`src/card_detect_pad_defines.svh`:
```
`ifndef CARD_DETECT_PAD_DEFINES_SVH
`define CARD_DETECT_PAD_DEFINES_SVH

// =====================================================================
// Register byte offsets
`define IRQ_STATUS_OFS 12'h008
`define FIFO_DATA_PORT_OFS 12'h00c
`define CARD_PIN_STATE_OFS 12'h010
`define PAD_IO_CONTROL_OFS 12'h014
`define ADDR_DECODE_W 12

// =====================================================================
// Interrupt status fields
`define BUSY_DONE_IRQ_BIT 6

// =====================================================================
// Card pin state fields
`define DETECT_ON_BIT 0
`define DETECT_INPUT_ON_BIT 1
`define DETECT_INPUT_OUT_ON_BIT 2
`define DETECT_PIN_LEVEL_BIT 3
`define PIN_CHANGED_BIT 4
`define DETECT_FILTER_LEN_LSB 12
`define DETECT_FILTER_LEN_MSB 15
`define CARD_DAT_LSB 16
`define CARD_DAT_MSB 19
`define CARD_CMD_BIT 24

// =====================================================================
// Pad control fields and reset values
`define CMD_CLK_DRIVE_LSB 0
`define CMD_CLK_DRIVE_MSB 2
`define DATA_PAD_DRIVE_LSB 3
`define DATA_PAD_DRIVE_MSB 5
`define CMD_CLK_SLEW_BIT 6
`define DATA_PAD_SLEW_BIT 7
`define INSERT_PULL_LSB 8
`define INSERT_PULL_MSB 9
`define RESPONSE_EDGE_BIT 15
`define LATCH_DELAY_LSB 24
`define LATCH_DELAY_MSB 31
`define CMD_CLK_DRIVE_RST 3'h3
`define DATA_PAD_DRIVE_RST 3'h0
`define SLEW_RST 1'h1
`define INSERT_PULL_RST 2'h2
`define RESPONSE_EDGE_RST 1'h0
`define LATCH_DELAY_RST 8'h02

// =====================================================================
// Timing
`define CLK_HZ 50000000
`define FILTER_CLK_HZ 32768
`define FILTER_TICK_CYCLES (`CLK_HZ / `FILTER_CLK_HZ)
`define DETECT_SETTLE_CYCLES 32
`define FILTER_BASE_TICKS 32

`endif

```
`src/card_detect_pad_pkg.sv`:
```
package card_detect_pad_pkg;

  // Pad configuration handed to the IO ring
  typedef struct packed {
    logic [2:0] cmd_clk_drive_sel;
    logic [2:0] data_pad_drive_sel;
    logic cmd_clk_slew_sel;
    logic data_pad_slew_sel;
    logic [1:0] insert_pin_pull_sel;
    logic response_edge_sel;
    logic [7:0] data_latch_delay;
  } pad_ctrl_t;

  // Command completion report from the command sequencer
  typedef struct packed {
    logic done;
    logic rsp_busy;
    logic multi_block;
  } cmd_report_t;

  // Card detection debounce state
  typedef enum logic [1:0] {
    DET_OFF,
    DET_SETTLE,
    DET_WATCH
  } detect_state_t;

endpackage

```
`src/card_detect_pad.sv`:
```
`timescale 1ns/1ps
`include "card_detect_pad_defines.svh"
module card_detect_pad
  import card_detect_pad_pkg::*;
(
  input wire logic i_clk,
  input wire logic i_rst_n,
  // AXI4-Lite slave
  input wire logic [31:0] i_s_axi_awaddr,
  input wire logic i_s_axi_awvalid,
  output logic o_s_axi_awready,
  input wire logic [31:0] i_s_axi_wdata,
  input wire logic [3:0] i_s_axi_wstrb,
  input wire logic i_s_axi_wvalid,
  output logic o_s_axi_wready,
  output logic [1:0] o_s_axi_bresp,
  output logic o_s_axi_bvalid,
  input wire logic i_s_axi_bready,
  input wire logic [31:0] i_s_axi_araddr,
  input wire logic i_s_axi_arvalid,
  output logic o_s_axi_arready,
  output logic [31:0] o_s_axi_rdata,
  output logic [1:0] o_s_axi_rresp,
  output logic o_s_axi_rvalid,
  input wire logic i_s_axi_rready,
  // Command sequencer report, same clock
  input wire cmd_report_t i_cmd_report,
  // Controller FIFO, show-ahead read side
  output logic o_fifo_push,
  output logic [31:0] o_fifo_push_data,
  output logic o_fifo_pop,
  input wire logic [31:0] i_fifo_head_data,
  // Card pins, asynchronous
  input wire logic i_insert_sense_pin,
  input wire logic [3:0] i_card_dat,
  input wire logic i_card_cmd,
  // Pad and latch controls
  output pad_ctrl_t o_pad_ctrl,
  output logic o_detect_input_on,
  output logic o_detect_input_out_on,
  output logic [8:0] o_rise_latch_point,
  output logic [9:0] o_fall_latch_half_point
);

  // ===================================================================
  // Pin synchronisers
  logic [5:0] pin_meta_reg; // First stage, read only by second
  logic [5:0] pin_sync_reg; // Safe copies
  logic insert_sync;
  logic [3:0] dat_sync;
  logic cmd_sync;

  // Two flops per pin before any logic looks at it
  always_ff @(posedge i_clk or negedge i_rst_n) begin
    if (!i_rst_n) begin
      pin_meta_reg <= 6'h00;
      pin_sync_reg <= 6'h00;
    end else begin
      pin_meta_reg <= {i_card_cmd, i_card_dat, i_insert_sense_pin};
      pin_sync_reg <= pin_meta_reg;
    end
  end

  assign insert_sync = pin_sync_reg[0];
  assign dat_sync = pin_sync_reg[4:1];
  assign cmd_sync = pin_sync_reg[5];

  // ===================================================================
  // AXI4-Lite slave
  logic aw_have_reg; // Address latched
  logic w_have_reg; // Data latched
  logic [`ADDR_DECODE_W-1:0] waddr_reg;
  logic [31:0] wdata_reg;
  logic [3:0] wstrb_reg;
  logic wr_fire; // Both halves present, commit now
  logic rd_fire; // Read address taken
  logic [`ADDR_DECODE_W-1:0] raddr;
  logic [31:0] rd_word; // Decoded read value

  assign wr_fire = aw_have_reg && w_have_reg && !o_s_axi_bvalid;
  assign rd_fire = i_s_axi_arvalid && o_s_axi_arready;
  assign raddr = i_s_axi_araddr[`ADDR_DECODE_W-1:0];

  // Address and data halves may arrive in either order
  always_ff @(posedge i_clk or negedge i_rst_n) begin
    if (!i_rst_n) begin
      aw_have_reg <= 1'b0;
      w_have_reg <= 1'b0;
      waddr_reg <= '0;
      wdata_reg <= 32'h0000_0000;
      wstrb_reg <= 4'h0;
    end else begin
      if (i_s_axi_awvalid && o_s_axi_awready) begin
        aw_have_reg <= 1'b1;
        waddr_reg <= i_s_axi_awaddr[`ADDR_DECODE_W-1:0];
      end else if (wr_fire) begin
        aw_have_reg <= 1'b0;
      end
      if (i_s_axi_wvalid && o_s_axi_wready) begin
        w_have_reg <= 1'b1;
        wdata_reg <= i_s_axi_wdata;
        wstrb_reg <= i_s_axi_wstrb;
      end else if (wr_fire) begin
        w_have_reg <= 1'b0;
      end
    end
  end

  // Ready flags held as flops so every output is registered
  always_ff @(posedge i_clk or negedge i_rst_n) begin
    if (!i_rst_n) begin
      o_s_axi_awready <= 1'b0;
      o_s_axi_wready <= 1'b0;
      o_s_axi_arready <= 1'b0;
    end else begin
      o_s_axi_awready <= !aw_have_reg && !(i_s_axi_awvalid && o_s_axi_awready);
      o_s_axi_wready <= !w_have_reg && !(i_s_axi_wvalid && o_s_axi_wready);
      // One read in flight at most
      o_s_axi_arready <= !o_s_axi_rvalid && !rd_fire;
    end
  end

  // Write response, OKAY always; unmapped writes are dropped
  always_ff @(posedge i_clk or negedge i_rst_n) begin
    if (!i_rst_n) begin
      o_s_axi_bvalid <= 1'b0;
      o_s_axi_bresp <= 2'h0;
    end else if (wr_fire) begin
      o_s_axi_bvalid <= 1'b1;
      o_s_axi_bresp <= 2'h0;
    end else if (o_s_axi_bvalid && i_s_axi_bready) begin
      o_s_axi_bvalid <= 1'b0;
    end
  end

  // ===================================================================
  // Register state
  logic detect_on_reg;
  logic detect_input_on_reg;
  logic detect_input_out_on_reg;
  logic [3:0] detect_filter_len_reg;
  logic pin_changed_reg; // Sticky insertion/removal flag
  logic busy_done_irq_reg; // Sticky busy completion flag
  logic accepted_level_reg; // Last debounced sense level
  logic set_pin_changed; // Debounce accepted a new level
  logic set_busy_done; // Dat0 released after busy command
  logic wr_pin_state;
  logic wr_pad;

  assign wr_pin_state = wr_fire && (waddr_reg == `CARD_PIN_STATE_OFS);
  assign wr_pad = wr_fire && (waddr_reg == `PAD_IO_CONTROL_OFS);

  // Detection control bits, low byte lane; filter length in byte lane 1
  always_ff @(posedge i_clk or negedge i_rst_n) begin
    if (!i_rst_n) begin
      detect_on_reg <= 1'b0;
      detect_input_on_reg <= 1'b0;
      detect_input_out_on_reg <= 1'b0;
      detect_filter_len_reg <= 4'h0;
    end else if (wr_pin_state) begin
      if (wstrb_reg[0]) begin
        detect_on_reg <= wdata_reg[`DETECT_ON_BIT];
        detect_input_on_reg <= wdata_reg[`DETECT_INPUT_ON_BIT];
        detect_input_out_on_reg <= wdata_reg[`DETECT_INPUT_OUT_ON_BIT];
      end
      if (wstrb_reg[1]) begin
        detect_filter_len_reg <= wdata_reg[`DETECT_FILTER_LEN_MSB:`DETECT_FILTER_LEN_LSB];
      end
    end
  end

  // Pad configuration fields
  always_ff @(posedge i_clk or negedge i_rst_n) begin
    if (!i_rst_n) begin
      o_pad_ctrl.cmd_clk_drive_sel <= `CMD_CLK_DRIVE_RST;
      o_pad_ctrl.data_pad_drive_sel <= `DATA_PAD_DRIVE_RST;
      o_pad_ctrl.cmd_clk_slew_sel <= `SLEW_RST;
      o_pad_ctrl.data_pad_slew_sel <= `SLEW_RST;
      o_pad_ctrl.insert_pin_pull_sel <= `INSERT_PULL_RST;
      o_pad_ctrl.response_edge_sel <= `RESPONSE_EDGE_RST;
      o_pad_ctrl.data_latch_delay <= `LATCH_DELAY_RST;
    end else if (wr_pad) begin
      if (wstrb_reg[0]) begin
        o_pad_ctrl.cmd_clk_drive_sel <= wdata_reg[`CMD_CLK_DRIVE_MSB:`CMD_CLK_DRIVE_LSB];
        o_pad_ctrl.data_pad_drive_sel <= wdata_reg[`DATA_PAD_DRIVE_MSB:`DATA_PAD_DRIVE_LSB];
        o_pad_ctrl.cmd_clk_slew_sel <= wdata_reg[`CMD_CLK_SLEW_BIT];
        o_pad_ctrl.data_pad_slew_sel <= wdata_reg[`DATA_PAD_SLEW_BIT];
      end
      if (wstrb_reg[1]) begin
        o_pad_ctrl.insert_pin_pull_sel <= wdata_reg[`INSERT_PULL_MSB:`INSERT_PULL_LSB];
        o_pad_ctrl.response_edge_sel <= wdata_reg[`RESPONSE_EDGE_BIT];
      end
      if (wstrb_reg[3]) begin
        // Zero or above the divider ratio is software's fault; stored as is
        o_pad_ctrl.data_latch_delay <= wdata_reg[`LATCH_DELAY_MSB:`LATCH_DELAY_LSB];
      end
    end
  end

  // Capture points in base clocks and half base clocks
  always_ff @(posedge i_clk or negedge i_rst_n) begin
    if (!i_rst_n) begin
      o_rise_latch_point <= 9'h003;
      o_fall_latch_half_point <= 10'h005;
    end else begin
      o_rise_latch_point <= {1'b0, o_pad_ctrl.data_latch_delay} + 9'h001;
      // Falling capture half a base clock ahead of rising
      o_fall_latch_half_point <= {1'b0, o_pad_ctrl.data_latch_delay, 1'b0} + 10'h001;
    end
  end

  // Detection enables mirrored to the pad
  always_ff @(posedge i_clk or negedge i_rst_n) begin
    if (!i_rst_n) begin
      o_detect_input_on <= 1'b0;
      o_detect_input_out_on <= 1'b0;
    end else begin
      o_detect_input_on <= detect_input_on_reg;
      o_detect_input_out_on <= detect_input_out_on_reg;
    end
  end

  // ===================================================================
  // FIFO data port
  // Show-ahead head word is sampled in the cycle the read is taken and returned the next cycle
  always_ff @(posedge i_clk or negedge i_rst_n) begin
    if (!i_rst_n) begin
      o_fifo_push <= 1'b0;
      o_fifo_push_data <= 32'h0000_0000;
      o_fifo_pop <= 1'b0;
    end else begin
      // Whole word only; partial strobes still push all 32 bits
      o_fifo_push <= wr_fire && (waddr_reg == `FIFO_DATA_PORT_OFS);
      o_fifo_push_data <= wdata_reg;
      o_fifo_pop <= rd_fire && (raddr == `FIFO_DATA_PORT_OFS);
    end
  end

  // ===================================================================
  // Card detection debounce
  detect_state_t det_state_reg;
  logic [5:0] settle_cnt_reg; // Controller cycles since enable
  logic [10:0] tick_div_reg; // Slow tick divider
  logic slow_tick; // One pulse per slow period
  logic [5:0] filter_cnt_reg; // Slow ticks of stable new level
  logic [5:0] filter_target;
  logic detect_live;

  assign detect_live = detect_on_reg && detect_input_on_reg;
  assign slow_tick = (tick_div_reg == 11'(`FILTER_TICK_CYCLES - 1));
  assign filter_target = 6'(`FILTER_BASE_TICKS) + {2'h0, detect_filter_len_reg};

  // Free-running slow tick divider
  always_ff @(posedge i_clk or negedge i_rst_n) begin
    if (!i_rst_n) begin
      tick_div_reg <= 11'h000;
    end else if (slow_tick) begin
      tick_div_reg <= 11'h000;
    end else begin
      tick_div_reg <= tick_div_reg + 11'h001;
    end
  end

  // Settle after enabling, then watch the level
  always_ff @(posedge i_clk or negedge i_rst_n) begin
    if (!i_rst_n) begin
      det_state_reg <= DET_OFF;
      settle_cnt_reg <= 6'h00;
    end else begin
      unique case (det_state_reg)
        DET_OFF: begin
          settle_cnt_reg <= 6'h00;
          if (detect_live) begin
            det_state_reg <= DET_SETTLE;
          end
        end
        DET_SETTLE: begin
          settle_cnt_reg <= settle_cnt_reg + 6'h01;
          if (!detect_live) begin
            det_state_reg <= DET_OFF;
          end else if (settle_cnt_reg == 6'(`DETECT_SETTLE_CYCLES - 1)) begin
            det_state_reg <= DET_WATCH;
          end
        end
        DET_WATCH: begin
          // Removal is caught with enables simply left on
          if (!detect_live) begin
            det_state_reg <= DET_OFF;
          end
        end
      endcase
    end
  end

  // Filter: a new level must hold for the whole interval
  always_ff @(posedge i_clk or negedge i_rst_n) begin
    if (!i_rst_n) begin
      filter_cnt_reg <= 6'h00;
      accepted_level_reg <= 1'b0;
    end else if (det_state_reg != DET_WATCH || insert_sync == accepted_level_reg) begin
      filter_cnt_reg <= 6'h00;
    end else if (slow_tick) begin
      if (filter_cnt_reg + 6'h01 >= filter_target) begin
        filter_cnt_reg <= 6'h00;
        accepted_level_reg <= insert_sync;
      end else begin
        filter_cnt_reg <= filter_cnt_reg + 6'h01;
      end
    end
  end

  assign set_pin_changed = (det_state_reg == DET_WATCH) && slow_tick &&
                           (insert_sync != accepted_level_reg) &&
                           (filter_cnt_reg + 6'h01 >= filter_target);

  // Sticky change flag; a new change beats the read clear
  always_ff @(posedge i_clk or negedge i_rst_n) begin
    if (!i_rst_n) begin
      pin_changed_reg <= 1'b0;
    end else if (set_pin_changed) begin
      pin_changed_reg <= 1'b1;
    end else if (rd_fire && raddr == `CARD_PIN_STATE_OFS) begin
      pin_changed_reg <= 1'b0;
    end
  end

  // ===================================================================
  // Busy response completion
  logic busy_wait_reg; // Waiting for dat0 to leave busy

  // Multi-block commands never arm; the stop that follows does
  always_ff @(posedge i_clk or negedge i_rst_n) begin
    if (!i_rst_n) begin
      busy_wait_reg <= 1'b0;
    end else if (i_cmd_report.done && i_cmd_report.rsp_busy &&
                 !i_cmd_report.multi_block) begin
      busy_wait_reg <= 1'b1;
    end else if (busy_wait_reg && dat_sync[0]) begin
      busy_wait_reg <= 1'b0;
    end
  end

  // CRC outcome is not looked at: completion alone counts
  assign set_busy_done = busy_wait_reg && dat_sync[0];

  // Sticky irq; a set in the read cycle survives
  always_ff @(posedge i_clk or negedge i_rst_n) begin
    if (!i_rst_n) begin
      busy_done_irq_reg <= 1'b0;
    end else if (set_busy_done) begin
      busy_done_irq_reg <= 1'b1;
    end else if (rd_fire && raddr == `IRQ_STATUS_OFS) begin
      busy_done_irq_reg <= 1'b0;
    end
  end

  // ===================================================================
  // Read decode
  always_comb begin
    rd_word = 32'h0000_0000;
    unique case (raddr)
      `IRQ_STATUS_OFS: rd_word[`BUSY_DONE_IRQ_BIT] = busy_done_irq_reg;
      `FIFO_DATA_PORT_OFS: rd_word = i_fifo_head_data;
      `CARD_PIN_STATE_OFS: begin
        rd_word[`DETECT_ON_BIT] = detect_on_reg;
        rd_word[`DETECT_INPUT_ON_BIT] = detect_input_on_reg;
        rd_word[`DETECT_INPUT_OUT_ON_BIT] = detect_input_out_on_reg;
        rd_word[`DETECT_PIN_LEVEL_BIT] = insert_sync;
        rd_word[`PIN_CHANGED_BIT] = pin_changed_reg;
        rd_word[`DETECT_FILTER_LEN_MSB:`DETECT_FILTER_LEN_LSB] = detect_filter_len_reg;
        rd_word[`CARD_DAT_MSB:`CARD_DAT_LSB] = dat_sync;
        rd_word[`CARD_CMD_BIT] = cmd_sync;
      end
      `PAD_IO_CONTROL_OFS: begin
        rd_word[`CMD_CLK_DRIVE_MSB:`CMD_CLK_DRIVE_LSB] = o_pad_ctrl.cmd_clk_drive_sel;
        rd_word[`DATA_PAD_DRIVE_MSB:`DATA_PAD_DRIVE_LSB] = o_pad_ctrl.data_pad_drive_sel;
        rd_word[`CMD_CLK_SLEW_BIT] = o_pad_ctrl.cmd_clk_slew_sel;
        rd_word[`DATA_PAD_SLEW_BIT] = o_pad_ctrl.data_pad_slew_sel;
        rd_word[`INSERT_PULL_MSB:`INSERT_PULL_LSB] = o_pad_ctrl.insert_pin_pull_sel;
        rd_word[`RESPONSE_EDGE_BIT] = o_pad_ctrl.response_edge_sel;
        rd_word[`LATCH_DELAY_MSB:`LATCH_DELAY_LSB] = o_pad_ctrl.data_latch_delay;
      end
      default: rd_word = 32'h0000_0000; // Unmapped reads as zero
    endcase
  end

  // Read data channel, OKAY always
  always_ff @(posedge i_clk or negedge i_rst_n) begin
    if (!i_rst_n) begin
      o_s_axi_rvalid <= 1'b0;
      o_s_axi_rdata <= 32'h0000_0000;
      o_s_axi_rresp <= 2'h0;
    end else if (rd_fire) begin
      o_s_axi_rvalid <= 1'b1;
      o_s_axi_rdata <= rd_word;
      o_s_axi_rresp <= 2'h0;
    end else if (o_s_axi_rvalid && i_s_axi_rready) begin
      o_s_axi_rvalid <= 1'b0;
    end
  end

endmodule

```
`config.mk`:
```
export PLATFORM = sky130hd
export DESIGN_NAME = card_detect_pad
export DESIGN_NICKNAME = d
export VERILOG_FILES = /design/src/card_detect_pad_pkg.sv /design/src/card_detect_pad.sv
export VERILOG_INCLUDE_DIRS = /design/src
export SDC_FILE = /design/constraint.sdc
export NUM_CORES = 1
export LEC_CHECK = 0
export BUFFER_PORTS_ARGS = -buffer_cell sky130_fd_sc_hd__buf_2
export CORE_MARGIN = 10
export CORE_UTILIZATION = 54
export CTS_BUF_LIST = sky130_fd_sc_hd__clkbuf_4 sky130_fd_sc_hd__clkbuf_8 sky130_fd_sc_hd__clkbuf_16
export DETAILED_ROUTE_END_ITERATION = 8
export MAX_ROUTING_LAYER = met4
export PLACE_DENSITY = 0.85
export RECOVER_POWER = 50
export SYNTH_ARGS = -nofsm -noshare
export SYNTH_HDL_FRONTEND = slang
export SYNTH_SLANG_ARGS = --single-unit
export TNS_END_PERCENT = 20
```
`constraint.sdc`:
```
create_clock -name i_clk -period 3.5 [get_ports i_clk]
set_input_delay 0.175 -clock i_clk [delete_from_list [all_inputs] [get_ports i_clk]]
set_output_delay 0.175 -clock i_clk [all_outputs]
set_load 0.01 [all_outputs]
```
**Yosys cells after proc, flatten, opt, wreduce, memory -nomap -nowiden**

Index checks and enable logic that the tools add are counted.

- Memories: 0
- RAM bits: 0
- Bits in latches: 0
- Bits of input ports: 148
- Memory bits (read-only): 0
- Register bits after elaboration: 209
- Output and inout port bits: 115

- Eq/ne operators: 17
- Add/subtract/negate cells: 6
- Reductions and logical operators: 49
- Div/mod/pow operators: 0
- Bitwise logic cells: 1
- Muxes and demuxes: 34
- $mul: 0
- Shift-type cells: 0
- $lt $le $gt $ge: 1

Operators with widths:

| operator | count |
|---|---|
| equality test 12 x 5 -> 1 bit (second input constant) | 4 |
| equality test 12 x 4 -> 1 bit (second input constant) | 3 |
| logical AND 1 bit | 23 |
| two-way mux 6 bit | 3 |
| nonzero test 2 bit | 9 |
| one-hot mux 5 bit (3 select lines) | 1 |
| one-hot mux 7 bit (2 select lines) | 1 |
| two-way mux 1 bit | 13 |
| adder 6 x 1 -> 6 bit (second input constant) | 2 |
| one-hot mux 3 bit (2 select lines) | 2 |
| one-hot mux 6 bit (2 select lines) | 1 |
| adder 11 x 1 -> 11 bit (second input constant) | 1 |
| equality test 11 bit (second input constant) | 1 |
| two-way mux 11 bit | 1 |
| adder 9 x 1 -> 10 bit (second input constant) | 1 |
| two-way mux 2 bit | 5 |
| AND reduction 2 bit | 5 |
| adder 8 x 1 -> 9 bit (second input constant) | 1 |
| one-hot mux 1 bit (3 select lines) | 3 |
| logical NOT 1 bit | 8 |
| one-hot mux 4 bit (2 select lines) | 1 |
| adder 6 x 4 -> 6 bit (first input constant) | 1 |
| equality test 6 x 5 -> 1 bit (second input constant) | 1 |
| >= comparator 6 bit | 1 |
| other kinds (13) | 16 |

**Longest topological paths before layout**

- Depth in word-level cells: 5
- Gate-level depth with buffers: 8
- Depth with buffers taken out: 7

**Worst setup path after synthesis**

OpenSTA, ideal clock, no wires.

- Path kind: register to register
- From: reg filter_cnt_reg[0]
- To: reg accepted_level_reg
- Slack: 1,400 ps
- Setup time: 125 ps
- Data arrival time: 1,975 ps
- Stages on the path, launching flop included: 8
- Buffers on the path: 0
- Data required time: 3,375 ps
- Cells stage by stage: dfrtp_1 ha_1 xor2_1 ha_1 o21a_1 a211oi_2 nor3_1 mux2_2

- Cells in the longest elaborated chain, start to end: 3

Ends and longest elaborated chain:

| element | RTL line | RTL |
|---|---|---|
| start, declared | card_detect_pad.sv:245 | `logic [5:0] filter_cnt_reg;` |
| start signal, assigned | card_detect_pad.sv:307 | `filter_cnt_reg <= filter_cnt_reg + 6'h01;` |
| adder 6 x 1 -> 6 bit | card_detect_pad.sv:303 | `if (filter_cnt_reg + 6'h01 >= filter_target) begin` |
| >= comparator 6 bit | card_detect_pad.sv:303 |  |
| AND reduction 3 bit (no line) | - |  |
| end signal, assigned | card_detect_pad.sv:305 | `accepted_level_reg <= insert_sync;` |
| end, declared | card_detect_pad.sv:144 | `logic accepted_level_reg;` |

No other way between the ends.
A chain may end at the register's enable or synchronous reset.

**Worst setup path in the final report**

Ends and elaborated chain as after synthesis.

==> results.sh <==
export IMPL_status="complete, no violations"
export IMPL_rsz0062_at_grt="false"
export IMPL_fin_crit_ns=2.450
export IMPL_cts_path_max_buffers=3
export IMPL_hp_class="primary input to register"
export IMPL_crit_type="register to register"
export IMPL_clkPwrFrac_pct=32.5
export IMPL_r2r_end="accepted_level_reg$_DFFE_PN0P_"
export IMPL_fin_nets=1092
export IMPL_seq_area_frac_synth_pct=65.12
export IMPL_worst_slack_ns=1.050
export IMPL_die_area_um2=19940
export IMPL_holdPathStages=4
export IMPL_setup_violations=0
export IMPL_synthArstFlopShare_pct=100.0
export IMPL_max_freq_ghz=0.4082
export IMPL_drive_gt1_share_pct=28.01
export IMPL_tns_ns=0
export IMPL_antenna_found_initial=2
export IMPL_min_period_over_period_pct=69.99
export IMPL_yosys_area_top_type="dfrtp_1"
export IMPL_synth_cell_types=49
export IMPL_cts_sinks=206
export IMPL_htree_levels=1
export IMPL_wl_mm=23.32
export IMPL_synth_top_area_share_pct=62.14
export IMPL_cp_required_ns=3.87
export IMPL_hold_violations=0
export IMPL_crit_path_max_fanout=8
export IMPL_yosys_top_cells_count="dfrtp_1 (197), nand2_1 (85), mux2_2 (71), o21ai_0 (27), nor2_1 (23)"
export IMPL_avgSynthCellArea_um2=12.88
export IMPL_cts_made_buffers=21
export IMPL_drc_errors=0
export IMPL_viasPerCell=5.541
export IMPL_clk_pin_slew_ns=0.06
export IMPL_worstMarginPinSlew_ns=1.010
export IMPL_p_comb_share_pct=17.7
export IMPL_areaGrowthSynthToFinish_pct=34.51
export IMPL_reg2reg_depth=6
export IMPL_postCtsSetupBuffers=0
export IMPL_maxCapViolCount=0
export IMPL_synth_edff_count=0
export IMPL_grt_pass1_wl_mm=36.36
export IMPL_clk_latency_ns=0.50
export IMPL_synth_cells=616
export IMPL_switchingPower_mw=1.809
export IMPL_peakVddDrop_mv=0.4705
export IMPL_drtIter0Drc=472
export IMPL_wl_per_cell_um=20.60
export IMPL_ys_ff_latch=206
export IMPL_pre_cts_ws_ns=1.195
export IMPL_slew_limit_headroom_pct=32.30
export IMPL_pin_count=263
export IMPL_endpoint_kind="register"
export IMPL_post_dp_hpwl_mm=14.04
export IMPL_synth_area_leaders="dfrtp_1 (62%), mux2_2 (10%), nand2_1 (4.0%)"
export IMPL_power_density_nw_per_um2=613.1
export IMPL_r2r_start="filter_cnt_reg[0]$_DFFE_PN0P_"
export IMPL_synth_warnings=0
export IMPL_first_global_vias=6813
export IMPL_finClkSkew_ns=0.01646
export IMPL_place_gp_congestion=0.8860
export IMPL_ant_nets=0
export IMPL_core_area_um2=14480
export IMPL_die_x_um=141.2
export IMPL_syn_area_um2=7934
export IMPL_p_sw_share_pct=27.64
export IMPL_fp_dieH_um=141.2
export IMPL_grt_max_degree=119
export IMPL_hold_start="i_fifo_head_data[6]"
export IMPL_vias=6272
export IMPL_yosysMostFrequentCell="dfrtp_1"
export IMPL_p_int_mw=4.734
export IMPL_cts_tree="yes"
export IMPL_synth_ff_type="dfrtp_1"
export IMPL_grt_use_total_pct=23.22
export IMPL_holdPathEnd="o_s_axi_rdata[6]$_DFFE_PN0P_"
export IMPL_overflow=0
export IMPL_seqPwrFrac_pct=49.8
export IMPL_worst_hold_slack_ns=0.07362
export IMPL_cts_root_buf="clkbuf_16"
export IMPL_crit_arrival_ns=2.82
export IMPL_port_buffers=215
export IMPL_r2r_slack_ns=1.05
export IMPL_rows=44
export IMPL_p_leak_nw=5.053
export IMPL_critPathLaunchType="register"
export IMPL_start_util_pct=54.80
export IMPL_finalMaxSlewViolations=0
export IMPL_dr_pass1_iters=5
[cell usage in the layout, fill, tap and decap left out, drive strengths merged, types with 2 or more instances in the layout]
cell	count
buf	134
inv	15
diode	2
a21oi	19
conb	6
a22oi	18
xor2	10
ha	12
nand3b	3
nor4	5
a31oi	2
and2	4
xnor2	9
dlygate4sd3	92
o21ai	27
nor2	24
o211ai	3
nand3	18
nand4	7
clkinv	2
mux2i	11
o22ai	4
nor3	7
nand2b	9
and4	2
clkbuf	119
mux2	71
nand2	87
and3	3
dfrtp	197
dfstp	9
or3b	3
nor2b	2
[power by group through the flow]
stage / combinational, mW / sequential, mW / clock, mW
final: 1.16 / 3.26 / 2.13
after global routing: 1.26 / 3.31 / 2.26
after CTS: 1.21 / 3.23 / 2.15
after global placement: 1.09 / 3.22 / 0
after detailed placement: 1.13 / 3.26 / 0
after floorplan: 0.552 / 3.29 / 0
[worst max-delay path, cell delays in order (launching register included)]
cell and delay [ns]:
dfrtp_1 0.45, ha_1 0.37, ha_1 0.30, a211o_1 0.28
a211oi_2 0.48, nor3_1 0.13, mux2_2 0.31
[cell families after synthesis]
kind of cell    synth area share [%]
compound gates                 6.040
simple gates                   11.23
flops                          65.12
fa+ha+maj                      1.892
xor+xnor                       2.097
mux                            11.47
buf+inv                        2.066
other cells                  0.09466
[layout make-up]
cell class              instances  area (um^2)
well taps                     184        230.2
clock buffers                  34        641.9
fillers                       883         3807
multi-input cells             378         2626
inverters                      14        52.55
diodes                          2        5.005
clock inverters                 3        18.77
repair buffers                311         1931
flip-flops and latches        206         5166
[layer usage]
layer	part of all wire, %	vias to the layer above	track usage, %
met2	51	324	39.32
li1	-	2762	-
met4	3.8	0	9.837
met5	0	-	-
met3	8.1	72	5.072
met1	37	3114	26.02
[how the worst max path moves through the flow]
stage,startpoint,endpoint,slack (ns),cells past startpoint
6_report,filter_cnt_reg[0]$_DFFE_PN0P_,accepted_level_reg$_DFFE_PN0P_,1.05,6
5_1_grt,filter_cnt_reg[0]$_DFFE_PN0P_,accepted_level_reg$_DFFE_PN0P_,0.94,6
4_1_cts,filter_cnt_reg[0]$_DFFE_PN0P_,accepted_level_reg$_DFFE_PN0P_,1.13,6
3_5_place_dp,filter_cnt_reg[0]$_DFFE_PN0P_,accepted_level_reg$_DFFE_PN0P_,1.20,6
3_3_place_gp,filter_cnt_reg[0]$_DFFE_PN0P_,accepted_level_reg$_DFFE_PN0P_,1.21,7
2_1_floorplan,filter_cnt_reg[0]$_DFFE_PN0P_,accepted_level_reg$_DFFE_PN0P_,1.40,7
[metrics by stage]
| step | std cells | instance area (um^2) | utilization [%] | power (mW) |
|---|---|---|---|---|
| global placement | 1001 | 9190 | 63.47 | 4.311 |
| finish | 1132 | 10670 | 73.70 | 6.542 |
| global route | 1132 | 10670 | 73.70 | 6.828 |
| floorplan | 620 | 7949 | - | 3.845 |
| CTS | 1130 | 10770 | 74.40 | 6.587 |
| detailed placement | 1001 | 9190 | 63.47 | 4.393 |
[what timing repair did]
item,CTS,global route
hold buffers,92,0
endpoints found under the hold margin,201,0
gates resized for setup,0,0
(Power assumes the default switching activity.)
